## src/hdl/fmdt_pkg.sv

```systemverilog
package fmdt_pkg;

    // Register offsets
    localparam logic [7:0] OFS_DUTY_1 = 8'h30;
    localparam logic [7:0] OFS_DUTY_2 = 8'h31;
    localparam logic [7:0] OFS_DUTY_3 = 8'h32;
    localparam logic [7:0] OFS_TARGET_R1 = 8'h33;
    localparam logic [7:0] OFS_TARGET_LOC = 8'h34;
    localparam logic [7:0] OFS_TARGET_R2 = 8'h35;
    localparam logic [7:0] OFS_MISC_CTRL = 8'h40;
    localparam logic [7:0] OFS_STATUS = 8'h41;
    localparam logic [7:0] OFS_CFG_1 = 8'h5C;
    localparam logic [7:0] OFS_CFG_2 = 8'h5D;
    localparam logic [7:0] OFS_CFG_3 = 8'h5E;
    localparam logic [7:0] OFS_MIN_DUTY_1 = 8'h64;
    localparam logic [7:0] OFS_START_R1 = 8'h67;

    // Field positions
    localparam int BHV_MSB = 7;
    localparam int BHV_LSB = 5;
    localparam int MISC_TWOS = 0;
    localparam int MISC_DYN_EN = 1;
    localparam int MISC_ALERT_EN = 2;
    localparam int MISC_PIN2_ALERT = 3;
    localparam int MISC_OVL_FULL = 4;
    localparam int MISC_PIN_OVL = 5;
    localparam int MISC_PIN_VID = 6;

    // Values after reset, and the full duty code
    localparam logic [7:0] RST_TARGET = 8'hA4;
    localparam logic [7:0] RST_START = 8'h9A;
    localparam logic [7:0] RST_MIN_DUTY = 8'h80;
    localparam logic [7:0] RST_CFG = 8'h80;
    localparam logic [7:0] RST_DUTY = 8'h00;
    localparam logic [7:0] RST_MISC = 8'h00;
    localparam logic [7:0] FULL_DUTY = 8'hFF;

    // Timing
    localparam int CLK_MHZ = 25;
    localparam int DYN_STEP_US = 1000;
    localparam int DYN_STEP_CYC = DYN_STEP_US * CLK_MHZ;
    localparam int SYNC_STAGES = 2;

    typedef enum logic [2:0] {
        BHV_REMOTE1 = 3'b000,
        BHV_LOCAL = 3'b001,
        BHV_REMOTE2 = 3'b010,
        BHV_FULL = 3'b011,
        BHV_OFF = 3'b100,
        BHV_FAST_LR2 = 3'b101,
        BHV_FAST_ALL = 3'b110,
        BHV_MANUAL = 3'b111
    } fmdt_bhv_e;

    typedef struct packed {
        logic [7:0] low_temperature_limit;
        logic [7:0] high_temperature_limit;
        logic [7:0] turn_off_hysteresis;
        logic [7:0] dynamic_floor;
        logic [2:0] control_slope_span;
    } fmdt_lim_s;

endpackage

```

## src/hdl/fmdt_chan.sv

```systemverilog
module fmdt_chan (
    input wire logic core_clk,
    input wire logic rst,
    input wire logic ce,
    input wire logic twos,
    input wire logic [7:0] temp,
    input wire logic start_wr,
    input wire logic [7:0] start_wdata,
    input wire logic [7:0] target,
    input wire fmdt_pkg::fmdt_lim_s lim,
    input wire logic [7:0] min_duty,
    input wire logic dyn_en,
    input wire logic dyn_step,
    output logic [7:0] duty,
    output logic [7:0] start_now,
    output logic below_low,
    output logic above_high
);
    logic [7:0] start_reg;
    logic [7:0] start_prog_reg;
    logic fan_on_reg;
    logic [7:0] t_o, s_o, tgt_o, off_o;
    logic [15:0] ramp;
    logic [8:0] sum;

    // Orders codes so unsigned compare works for either encoding
    function automatic logic [7:0] ord(input logic [7:0] v, input logic tw);
        ord = tw ? (v ^ 8'h80) : v;
    endfunction

    assign t_o = ord(temp, twos);
    assign s_o = ord(start_reg, twos);
    assign tgt_o = ord(target, twos);
    assign off_o = s_o - lim.turn_off_hysteresis;

    always_ff @(posedge core_clk or posedge rst) begin
        if (rst) begin
            start_reg <= fmdt_pkg::RST_START;
            start_prog_reg <= fmdt_pkg::RST_START;
        end else if (ce) begin
            if (start_wr) begin
                start_reg <= start_wdata;
                start_prog_reg <= start_wdata;
            end else if (dyn_en && dyn_step) begin
                if (t_o > tgt_o && s_o > ord(lim.dynamic_floor, twos)) begin
                    start_reg <= start_reg - 8'h01;
                end else if (t_o < tgt_o && s_o < ord(start_prog_reg, twos)) begin
                    start_reg <= start_reg + 8'h01;
                end
            end
        end
    end

    always_ff @(posedge core_clk or posedge rst) begin
        if (rst) begin
            fan_on_reg <= 1'b0;
        end else if (ce) begin
            if (t_o >= s_o) begin
                fan_on_reg <= 1'b1;
            end else if (t_o < off_o || off_o > s_o) begin
                fan_on_reg <= 1'b0;
            end
        end
    end

    // Duty climbs from the minimum over 2^(span+1) degrees
    assign ramp = (16'(t_o - s_o) * 16'(8'hFF - min_duty))
        >> (4'(lim.control_slope_span) + 4'd1);
    assign sum = {1'b0, min_duty} + ((t_o >= s_o) ? 9'(ramp[7:0]) : 9'h000);

    always_comb begin
        if (!fan_on_reg) begin
            duty = 8'h00;
        end else if (t_o >= s_o && (ramp[15:8] != 8'h00 || sum[8])) begin
            duty = fmdt_pkg::FULL_DUTY;
        end else begin
            duty = sum[7:0];
        end
    end

    assign start_now = start_reg;
    assign below_low = t_o < ord(lim.low_temperature_limit, twos);
    assign above_high = t_o > ord(lim.high_temperature_limit, twos);

    AST_DYN_LOWERS: assert property (@(posedge core_clk) disable iff (rst)
        ce && dyn_en && dyn_step && !start_wr && t_o > tgt_o
        && s_o > ord(lim.dynamic_floor, twos) |=> start_reg == $past(start_reg) - 8'h01)
        else $error("start temperature not lowered above target");
endmodule

```

## src/hdl/fmdt_fan_mux.sv

```systemverilog
// Notes on behaviour
// Three 8-bit target registers, one per channel, reset to the 100 C code.
// Dynamic mode moves each channel start temperature to hold its target.
// Each thermal zone is adjusted on its own toward its own target.
// Temperature below low limit sets a status flag, alert if enabled.
// Temperature above high limit sets a status flag, alert if enabled.
// Above the overlimit threshold the fan outputs can run at full duty.
// Automatic mode turns a fan on once temperature reaches start temperature.
// Per-channel slope span sets how duty rises above the start temperature.
// Bits 7 to 5 of each output configuration register select its behaviour.
// Codes 000, 001, 010 select remote 1, local, remote 2 control.
// Code 101 drives the faster of local and remote 2 speeds.
// Code 110 drives the fastest of all three channel speeds.
// Code 011 holds the output at full speed.
// Code 100 disables the output and is the reset behaviour.
// Code 111 makes duty registers writable and drives outputs from them.
// One channel may control several outputs at once.
// Software reassigns the shared pins: output 2 or alert, tach or overlimit, voltage or VID.
// Software sets the automatic parameters before enabling dynamic mode.
// Start temperatures are 8-bit, 1 C steps, twos complement or offset-64.
// A fan turns off only below start temperature minus hysteresis; where that subtraction wraps, the code turns it off below start.
// Fastest codes compute each channel duty separately and drive the largest.
// Dynamic mode lowers start while above target, raises it back while below.
module fmdt_fan_mux #(
    parameter int DYN_STEP_CYCLES = fmdt_pkg::DYN_STEP_CYC,
    parameter int N_CHAN = 3
) (
    input wire logic core_clk,
    input wire logic rst,
    input wire logic ce,
    input wire logic [7:0] reg_addr,
    input wire logic reg_wr,
    input wire logic reg_rd,
    input wire logic [7:0] reg_wdata,
    output logic [7:0] reg_rdata,
    input wire logic [7:0] temp_remote1,
    input wire logic [7:0] temp_local,
    input wire logic [7:0] temp_remote2,
    input wire logic [7:0] overlimit_threshold,
    input wire fmdt_pkg::fmdt_lim_s lim_remote1,
    input wire fmdt_pkg::fmdt_lim_s lim_local,
    input wire fmdt_pkg::fmdt_lim_s lim_remote2,
    input wire logic thermal_overlimit_pin_n,
    output logic fan_drive_output_1,
    output logic shared_pin2_out,
    output logic shared_pin2_oe_n,
    output logic fan_drive_output_3,
    output logic fan_speed_input_4_is_overlimit,
    output logic volt_is_vid
);
    logic [7:0] target_reg [N_CHAN];
    logic [7:0] min_duty_reg [N_CHAN];
    logic [7:0] cfg_reg [N_CHAN];
    logic [7:0] manual_reg [N_CHAN];
    logic [7:0] misc_reg;
    logic [5:0] status_reg;
    logic [7:0] rdata_reg;
    logic [7:0] pwm_cnt_reg;
    localparam int SYNC_N = fmdt_pkg::SYNC_STAGES;
    logic [N_CHAN-1:0] pwm_out_reg;
    logic [31:0] step_cnt_reg;
    logic dyn_step;
    logic [SYNC_N-1:0] ovl_sync_reg;
    logic [7:0] temps [N_CHAN];
    fmdt_pkg::fmdt_lim_s lims [N_CHAN];
    logic [7:0] chan_duty [N_CHAN][N_CHAN];
    logic [7:0] chan_start [N_CHAN];
    logic [7:0] start_all [N_CHAN][N_CHAN];
    logic below_all [N_CHAN][N_CHAN];
    logic above_all [N_CHAN][N_CHAN];
    logic [N_CHAN-1:0] below, above;
    logic [7:0] out_duty [N_CHAN];
    logic overlimit;
    logic twos;

    assign temps[0] = temp_remote1;
    assign temps[1] = temp_local;
    assign temps[2] = temp_remote2;
    assign lims[0] = lim_remote1;
    assign lims[1] = lim_local;
    assign lims[2] = lim_remote2;
    assign twos = misc_reg[fmdt_pkg::MISC_TWOS];

    function automatic logic [7:0] max2(input logic [7:0] a, input logic [7:0] b);
        max2 = (a > b) ? a : b;
    endfunction

    function automatic fmdt_pkg::fmdt_bhv_e bhv_of(input logic [7:0] cfg);
        bhv_of = fmdt_pkg::fmdt_bhv_e'(cfg[fmdt_pkg::BHV_MSB:fmdt_pkg::BHV_LSB]);
    endfunction

    // Overlimit pin crosses in from outside
    always_ff @(posedge core_clk or posedge rst) begin
        if (rst) begin
            ovl_sync_reg <= '0;
        end else if (ce) begin
            ovl_sync_reg <= {ovl_sync_reg[SYNC_N-2:0], ~thermal_overlimit_pin_n};
        end
    end

    always_comb begin
        overlimit = 1'b0;
        for (int i = 0; i < N_CHAN; i++) begin
            if ((temps[i] ^ {twos, 7'h00}) >= (overlimit_threshold ^ {twos, 7'h00})) begin
                overlimit = 1'b1;
            end
        end
        if (misc_reg[fmdt_pkg::MISC_PIN_OVL] && ovl_sync_reg[SYNC_N-1]) begin
            overlimit = 1'b1;
        end
        overlimit = overlimit && misc_reg[fmdt_pkg::MISC_OVL_FULL];
    end

    // Interval between dynamic start-temperature steps
    always_ff @(posedge core_clk or posedge rst) begin
        if (rst) begin
            step_cnt_reg <= '0;
        end else if (ce) begin
            if (step_cnt_reg >= 32'(DYN_STEP_CYCLES - 1)) begin
                step_cnt_reg <= '0;
            end else begin
                step_cnt_reg <= step_cnt_reg + 32'd1;
            end
        end
    end
    assign dyn_step = (step_cnt_reg >= 32'(DYN_STEP_CYCLES - 1));

    // Each channel computes its duty per output, with that output's minimum
    genvar c, o;
    generate
        for (c = 0; c < N_CHAN; c++) begin : g_chan
            for (o = 0; o < N_CHAN; o++) begin : g_out
                fmdt_chan u_chan (
                    .core_clk(core_clk),
                    .rst(rst),
                    .ce(ce),
                    .twos(twos),
                    .temp(temps[c]),
                    .start_wr(reg_wr && reg_addr == fmdt_pkg::OFS_START_R1 + 8'(c)),
                    .start_wdata(reg_wdata),
                    .target(target_reg[c]),
                    .lim(lims[c]),
                    .min_duty(min_duty_reg[o]),
                    .dyn_en(misc_reg[fmdt_pkg::MISC_DYN_EN]),
                    .dyn_step(dyn_step),
                    .duty(chan_duty[c][o]),
                    .start_now(start_all[c][o]),
                    .below_low(below_all[c][o]),
                    .above_high(above_all[c][o])
                );
            end
            assign chan_start[c] = start_all[c][0];
            assign below[c] = below_all[c][0];
            assign above[c] = above_all[c][0];
        end

        for (o = 0; o < N_CHAN; o++) begin : g_mux
            always_comb begin
                case (bhv_of(cfg_reg[o]))
                    fmdt_pkg::BHV_REMOTE1: out_duty[o] = chan_duty[0][o];
                    fmdt_pkg::BHV_LOCAL: out_duty[o] = chan_duty[1][o];
                    fmdt_pkg::BHV_REMOTE2: out_duty[o] = chan_duty[2][o];
                    fmdt_pkg::BHV_FULL: out_duty[o] = fmdt_pkg::FULL_DUTY;
                    fmdt_pkg::BHV_OFF: out_duty[o] = 8'h00;
                    fmdt_pkg::BHV_FAST_LR2: out_duty[o] = max2(chan_duty[1][o], chan_duty[2][o]);
                    fmdt_pkg::BHV_FAST_ALL: out_duty[o] = max2(chan_duty[0][o],
                        max2(chan_duty[1][o], chan_duty[2][o]));
                    default: out_duty[o] = manual_reg[o];
                endcase
                if (overlimit && bhv_of(cfg_reg[o]) != fmdt_pkg::BHV_OFF) begin
                    out_duty[o] = fmdt_pkg::FULL_DUTY;
                end
            end

            AST_FULL_CODE: assert property (@(posedge core_clk) disable iff (rst)
                ce && bhv_of(cfg_reg[o]) == fmdt_pkg::BHV_FULL |=> pwm_out_reg[o])
                else $error("full speed output not held high");
            AST_OFF_CODE: assert property (@(posedge core_clk) disable iff (rst)
                ce && bhv_of(cfg_reg[o]) == fmdt_pkg::BHV_OFF |=> !pwm_out_reg[o])
                else $error("disabled output drove high");
            AST_FAST_ALL: assert property (@(posedge core_clk) disable iff (rst)
                bhv_of(cfg_reg[o]) == fmdt_pkg::BHV_FAST_ALL && !overlimit
                |-> out_duty[o] >= chan_duty[0][o] && out_duty[o] >= chan_duty[1][o]
                && out_duty[o] >= chan_duty[2][o])
                else $error("fastest duty below a channel duty");
            AST_FAST_LR2: assert property (@(posedge core_clk) disable iff (rst)
                bhv_of(cfg_reg[o]) == fmdt_pkg::BHV_FAST_LR2 && !overlimit
                |-> out_duty[o] == max2(chan_duty[1][o], chan_duty[2][o]))
                else $error("local and remote 2 maximum wrong");
            AST_MANUAL: assert property (@(posedge core_clk) disable iff (rst)
                bhv_of(cfg_reg[o]) == fmdt_pkg::BHV_MANUAL && !overlimit
                |-> out_duty[o] == manual_reg[o])
                else $error("manual duty not driven from register");
        end
    endgenerate

    // One process owns all drive bits
    always_ff @(posedge core_clk or posedge rst) begin
        if (rst) begin
            pwm_out_reg <= '0;
        end else if (ce) begin
            for (int i = 0; i < N_CHAN; i++) begin
                pwm_out_reg[i] <= (out_duty[i] == fmdt_pkg::FULL_DUTY)
                    || (pwm_cnt_reg < out_duty[i]);
            end
        end
    end

    always_ff @(posedge core_clk or posedge rst) begin
        if (rst) begin
            pwm_cnt_reg <= 8'h00;
        end else if (ce) begin
            pwm_cnt_reg <= pwm_cnt_reg + 8'h01;
        end
    end

    // Register writes
    always_ff @(posedge core_clk or posedge rst) begin
        if (rst) begin
            for (int i = 0; i < N_CHAN; i++) begin
                target_reg[i] <= fmdt_pkg::RST_TARGET;
                min_duty_reg[i] <= fmdt_pkg::RST_MIN_DUTY;
                cfg_reg[i] <= fmdt_pkg::RST_CFG;
                manual_reg[i] <= fmdt_pkg::RST_DUTY;
            end
            misc_reg <= fmdt_pkg::RST_MISC;
        end else if (ce && reg_wr) begin
            for (int i = 0; i < N_CHAN; i++) begin
                if (reg_addr == fmdt_pkg::OFS_TARGET_R1 + 8'(i)) begin
                    target_reg[i] <= reg_wdata;
                end else if (reg_addr == fmdt_pkg::OFS_MIN_DUTY_1 + 8'(i)) begin
                    min_duty_reg[i] <= reg_wdata;
                end else if (reg_addr == fmdt_pkg::OFS_CFG_1 + 8'(i)) begin
                    cfg_reg[i] <= reg_wdata;
                end else if (reg_addr == fmdt_pkg::OFS_DUTY_1 + 8'(i)
                    && bhv_of(cfg_reg[i]) == fmdt_pkg::BHV_MANUAL) begin
                    manual_reg[i] <= reg_wdata;
                end
            end
            if (reg_addr == fmdt_pkg::OFS_MISC_CTRL) begin
                misc_reg <= reg_wdata;
            end
        end
    end

    // Limit flags: a new event outranks a write-one clear
    always_ff @(posedge core_clk or posedge rst) begin
        if (rst) begin
            status_reg <= '0;
        end else if (ce) begin
            for (int i = 0; i < N_CHAN; i++) begin
                if (below[i]) begin
                    status_reg[i] <= 1'b1;
                end else if (reg_wr && reg_addr == fmdt_pkg::OFS_STATUS && reg_wdata[i]) begin
                    status_reg[i] <= 1'b0;
                end
                if (above[i]) begin
                    status_reg[i+3] <= 1'b1;
                end else if (reg_wr && reg_addr == fmdt_pkg::OFS_STATUS && reg_wdata[i+3]) begin
                    status_reg[i+3] <= 1'b0;
                end
            end
        end
    end

    // Register reads
    always_ff @(posedge core_clk or posedge rst) begin
        if (rst) begin
            rdata_reg <= 8'h00;
        end else if (ce && reg_rd) begin
            rdata_reg <= 8'h00;
            for (int i = 0; i < N_CHAN; i++) begin
                if (reg_addr == fmdt_pkg::OFS_TARGET_R1 + 8'(i)) begin
                    rdata_reg <= target_reg[i];
                end else if (reg_addr == fmdt_pkg::OFS_MIN_DUTY_1 + 8'(i)) begin
                    rdata_reg <= min_duty_reg[i];
                end else if (reg_addr == fmdt_pkg::OFS_CFG_1 + 8'(i)) begin
                    rdata_reg <= cfg_reg[i];
                end else if (reg_addr == fmdt_pkg::OFS_DUTY_1 + 8'(i)) begin
                    rdata_reg <= out_duty[i];
                end else if (reg_addr == fmdt_pkg::OFS_START_R1 + 8'(i)) begin
                    rdata_reg <= chan_start[i];
                end
            end
            if (reg_addr == fmdt_pkg::OFS_MISC_CTRL) begin
                rdata_reg <= misc_reg;
            end else if (reg_addr == fmdt_pkg::OFS_STATUS) begin
                rdata_reg <= {2'b00, status_reg};
            end
        end
    end
    assign reg_rdata = rdata_reg;

    // Shared pin: output 2 drive or open-drain alert
    always_comb begin
        if (misc_reg[fmdt_pkg::MISC_PIN2_ALERT]) begin
            shared_pin2_out = 1'b0;
            shared_pin2_oe_n = !(misc_reg[fmdt_pkg::MISC_ALERT_EN] && (status_reg != '0));
        end else begin
            shared_pin2_out = pwm_out_reg[1];
            shared_pin2_oe_n = 1'b0;
        end
    end

    assign fan_drive_output_1 = pwm_out_reg[0];
    assign fan_drive_output_3 = pwm_out_reg[2];
    assign fan_speed_input_4_is_overlimit = misc_reg[fmdt_pkg::MISC_PIN_OVL];
    assign volt_is_vid = misc_reg[fmdt_pkg::MISC_PIN_VID];

    AST_LOW_FLAG: assert property (@(posedge core_clk) disable iff (rst)
        ce && below[0] |=> status_reg[0])
        else $error("low limit flag not set");
    AST_HIGH_FLAG: assert property (@(posedge core_clk) disable iff (rst)
        ce && above[2] |=> status_reg[5])
        else $error("high limit flag not set");
    AST_OVERLIMIT: assert property (@(posedge core_clk) disable iff (rst)
        ce && overlimit && bhv_of(cfg_reg[0]) != fmdt_pkg::BHV_OFF |=> fan_drive_output_1)
        else $error("overlimit did not force full duty");
endmodule

```

## config.mk

```make
export PLATFORM = sky130hd
export DESIGN_NAME = fmdt_fan_mux
export DESIGN_NICKNAME = d
export VERILOG_FILES = /design/src/hdl/fmdt_pkg.sv /design/src/hdl/fmdt_chan.sv /design/src/hdl/fmdt_fan_mux.sv
export SDC_FILE = /design/constraint.sdc
export NUM_CORES = 2
export LEC_CHECK = 0
export CORE_UTILIZATION = 50
export CTS_CLUSTER_SIZE = 8
export DETAILED_ROUTE_END_ITERATION = 16
export DONT_BUFFER_PORTS = 1
export GPL_TIMING_DRIVEN = 0
export PLACE_DENSITY = 0.67
export SETUP_SLACK_MARGIN = 0.2
export SYNTH_ARGS = -nofsm -noshare
export SYNTH_HDL_FRONTEND = slang
export SYNTH_SLANG_ARGS = --single-unit
```

## constraint.sdc

```tcl
create_clock -name core_clk -period 14.89 [get_ports core_clk]
set_input_delay 2.978 -clock core_clk [delete_from_list [all_inputs] [get_ports core_clk]]
set_output_delay 2.978 -clock core_clk [all_outputs]
set_load 0.03 [all_outputs]
```

==> results.md <==
- Status: finished, violations left
- Failing checks: max-capacitance violations, max-slew violations, negative setup slack
- Max Slew Vio Count: 55
- Flops & latches, synth: 268
- Number of global-route vias before repair: 58,800
- WL final: 240,000 µm
- RSZ-0062 raised after global routing: yes
- Crit-path max cell delay: 590 ps
- Clock period minus worst slack: 16,090 ps
- FP Rows: 131
- Overall routing resource usage: 36.2%
- CP Class: in -> reg
- First-pass GRT wire length: 359,000 µm
- Via count: 59,400
- GRT Residual Overflow: 0
- Post-Syn Nets: 9,690
- 1st-pass router iterations: 6
- Post-synth ARST share: 100%
- Layout Nets: 9,956
- HP Class: reg -> reg
- Placed cell count: 9,626
- Maximum clock path buffer count: 3
- Clock Skews: 31.9 ps
- CTS buffer count: 39
- Largest register FFs: 72
- Worst Path Arrival: 16,630 ps
- # H-tree levels: 2
- Die area: 131,000 µm²
- Final Hold Vio Count: 0
- Worst-Skew Late Latency: 600 ps
- Area leader, netlist: ha_1
- Clk sinks: 268
- Yosys cell types: 101
- Synth cell count leaders: 1,282 x inv_1, 1,109 x ha_1, 836 x nor2_1
- Largest net degree at the start of global routing: 114
- Post-synth EDFFs: 0
- Syn-to-layout area delta: 13.3%
- Maxcap violations: 6
- Root buffer cell: clkbuf_16
- Final WS setup: -1200 ps
- Sequential element share of the synthesized area: 10.5%
- Buffers on Ports: 0
- Filler cells: 11,800
- Area share of the largest cell type after synthesis: 21.4%
- Core Box Area: 128,000 µm²
- I/O pin count: 173
- Depth of the worst register-to-register path: 67
- Die Height: 362 µm
- Gpl congestion: 1.02
- Starting Density: 50.6%
- Most numerous cell in the Yosys netlist: inv_1
- Routed len/inst: 24.2 µm
- Setup crit end kind: register
- Average size of a mapped cell: 8.21 µm²
- Rel. slew slack: -7.84%
- CP max stage cell: fa_1
- Transition time of the tightest slew-check pin: 1620 ps
- Clk slew on worst S/H paths: 70 ps
- Crit path launch type: input pin
- Worst Path Max Fanout: 7
- Layout Cells excl Fill: 9,917
- Worst EP required: 15,430 ps
- Fmax: 62.2 MHz
- Initial antenna violation count: 9
- Ys Warns: 0
- Hpwl dp: 193,000 µm
- Die Width: 362 µm
- Initial drt markers: 5,009
- Final period utilization: 108%
- Post-Syn Area: 64,800 µm²
- Top FF cell, synth: dfrtp_1
- Hold Path Stages: 2
- Mapped Cells: 7,891
- DRC: 0
- # setup viols final: 11
- Largest cells by area after synthesis: ha_1 21%, fa_1 16%, dfrtp_1 7.9%
- DRT antenna net count: 0
- CTS tree: yes
- Share of layout cells above drive strength 1: 13.4%
- Vias per Instance: 5.99
==> metrics by stage <==
| step | TNS, ps | setup WS [ps] | util (%) | hold slack (ps) | instance area, µm² |
|---|---|---|---|---|---|
| 2_1_floorplan | -1090 | -655 | - | 446 | 65100 |
| 3_3_place_gp | -33690 | -3600 | 52.5 | 458 | 67300 |
| 3_5_place_dp | -34070 | -3700 | 52.7 | 468 | 67400 |
| 4_1_cts | -4710 | -846 | 56.0 | 476 | 71700 |
| 5_1_grt | -13010 | -1740 | 57.3 | 517 | 73300 |
| 6_report | -7880 | -1200 | 57.3 | 475 | 73300 |
==> final timing paths <==
kind / start / to / slack (ps)
min reg2reg: g_chan[0].g_out[2].u_chan.start_prog_reg[7] / g_chan[0].g_out[2].u_chan.start_prog_reg[7] / 480
min: g_chan[0].g_out[2].u_chan.start_prog_reg[7] / g_chan[0].g_out[2].u_chan.start_prog_reg[7] / 480
min in group asynchronous: rst / g_chan[2].g_out[1].u_chan.start_now[2] / 2310
max: temp_remote2[0] / pwm_out_reg[2] / -1200
max in group asynchronous: rst / g_chan[0].g_out[0].u_chan.start_now[3] / 11090
max reg2reg: misc_reg[0] / pwm_out_reg[2] / -860
==> logic make-up (layout without fill, tap and decap cells) <==
| family | Yosys count | after routing | synth area share, % |
|---|---|---|---|
| flip-flops | 268 | 268 | 10.5 |
| XOR/XNOR | 444 | 444 | 6.21 |
| adder cells (fa/ha/maj) | 1640 | 1640 | 37.8 |
| multiplexers | 243 | 243 | 4.42 |
| other | 0 | 5 | 0 |
| AND/OR/NAND/NOR | 2003 | 2003 | 14.7 |
| buffers and inverters | 1531 | 1823 | 8.92 |
| AO/OA/AOI/OAI | 1762 | 1762 | 17.5 |
==> critical path: cells and delay by family <==
family,cells,cell delay (ps)
adder cells (fa/ha/maj),13,4570
AO/OA/AOI/OAI,27,4300
AND/OR/NAND/NOR,17,3340
buffers and inverters,15,1260
XOR/XNOR,1,160
==> cells in the final DEF (no fill, tap or decap), drive strengths merged, types with 29 or more instances in the layout <==
cell and n:
a211o 33, a211oi 100, a21boi 40, a21o 199, a21oi 457, a31oi 41
and2 32, buf 260, clkbuf 276, dfrtp 205, dfstp 63, fa 531
ha 1109, inv 1280, mux2 132, mux2i 90, nand2 327, nand2b 156
nand3 98, nand4 78, nor2 836, nor2b 166, nor3 68, o211ai 55
o21a 108, o21ai 424, o21bai 73, o22ai 32, or2 118, or3 29
xnor2 297, xor2 138
==> cell type report <==
type	count	area, µm²	share of cell area [%]
Antenna cell	5	12.5	0.0171
Buffer	247	1060	1.44
Clock buffer	64	1080	1.47
Clock inverter	3	80.1	0.109
Inverter	1284	4840	6.60
Multi-Input combinational cell	6092	55300	75.5
Sequential cell	268	6790	9.25
Tap cell	1729	2160	2.95
Timing Repair Buffer	225	1970	2.69
==> routing by layer <==
layer / vias up / global-route usage (%) / part of all wire [%]
li1: 27200 / - / -
met1: 29000 / 47.3 / 41
met2: 2564 / 55.6 / 43
met3: 638 / 7.12 / 9.0
met4: 10 / 20.9 / 6.8
met5: - / 0 / 0.033
==> timing repair <==
action	CTS	global route
cloned	1	0
setup buffers	149	69
resized for setup	385	229
hold buffers	0	0
setup endpoints to repair	11	11
pin swaps	152	136
Power is not shown: default switching activity piles up to over one toggle a cycle in this logic, so the estimate is an artifact.
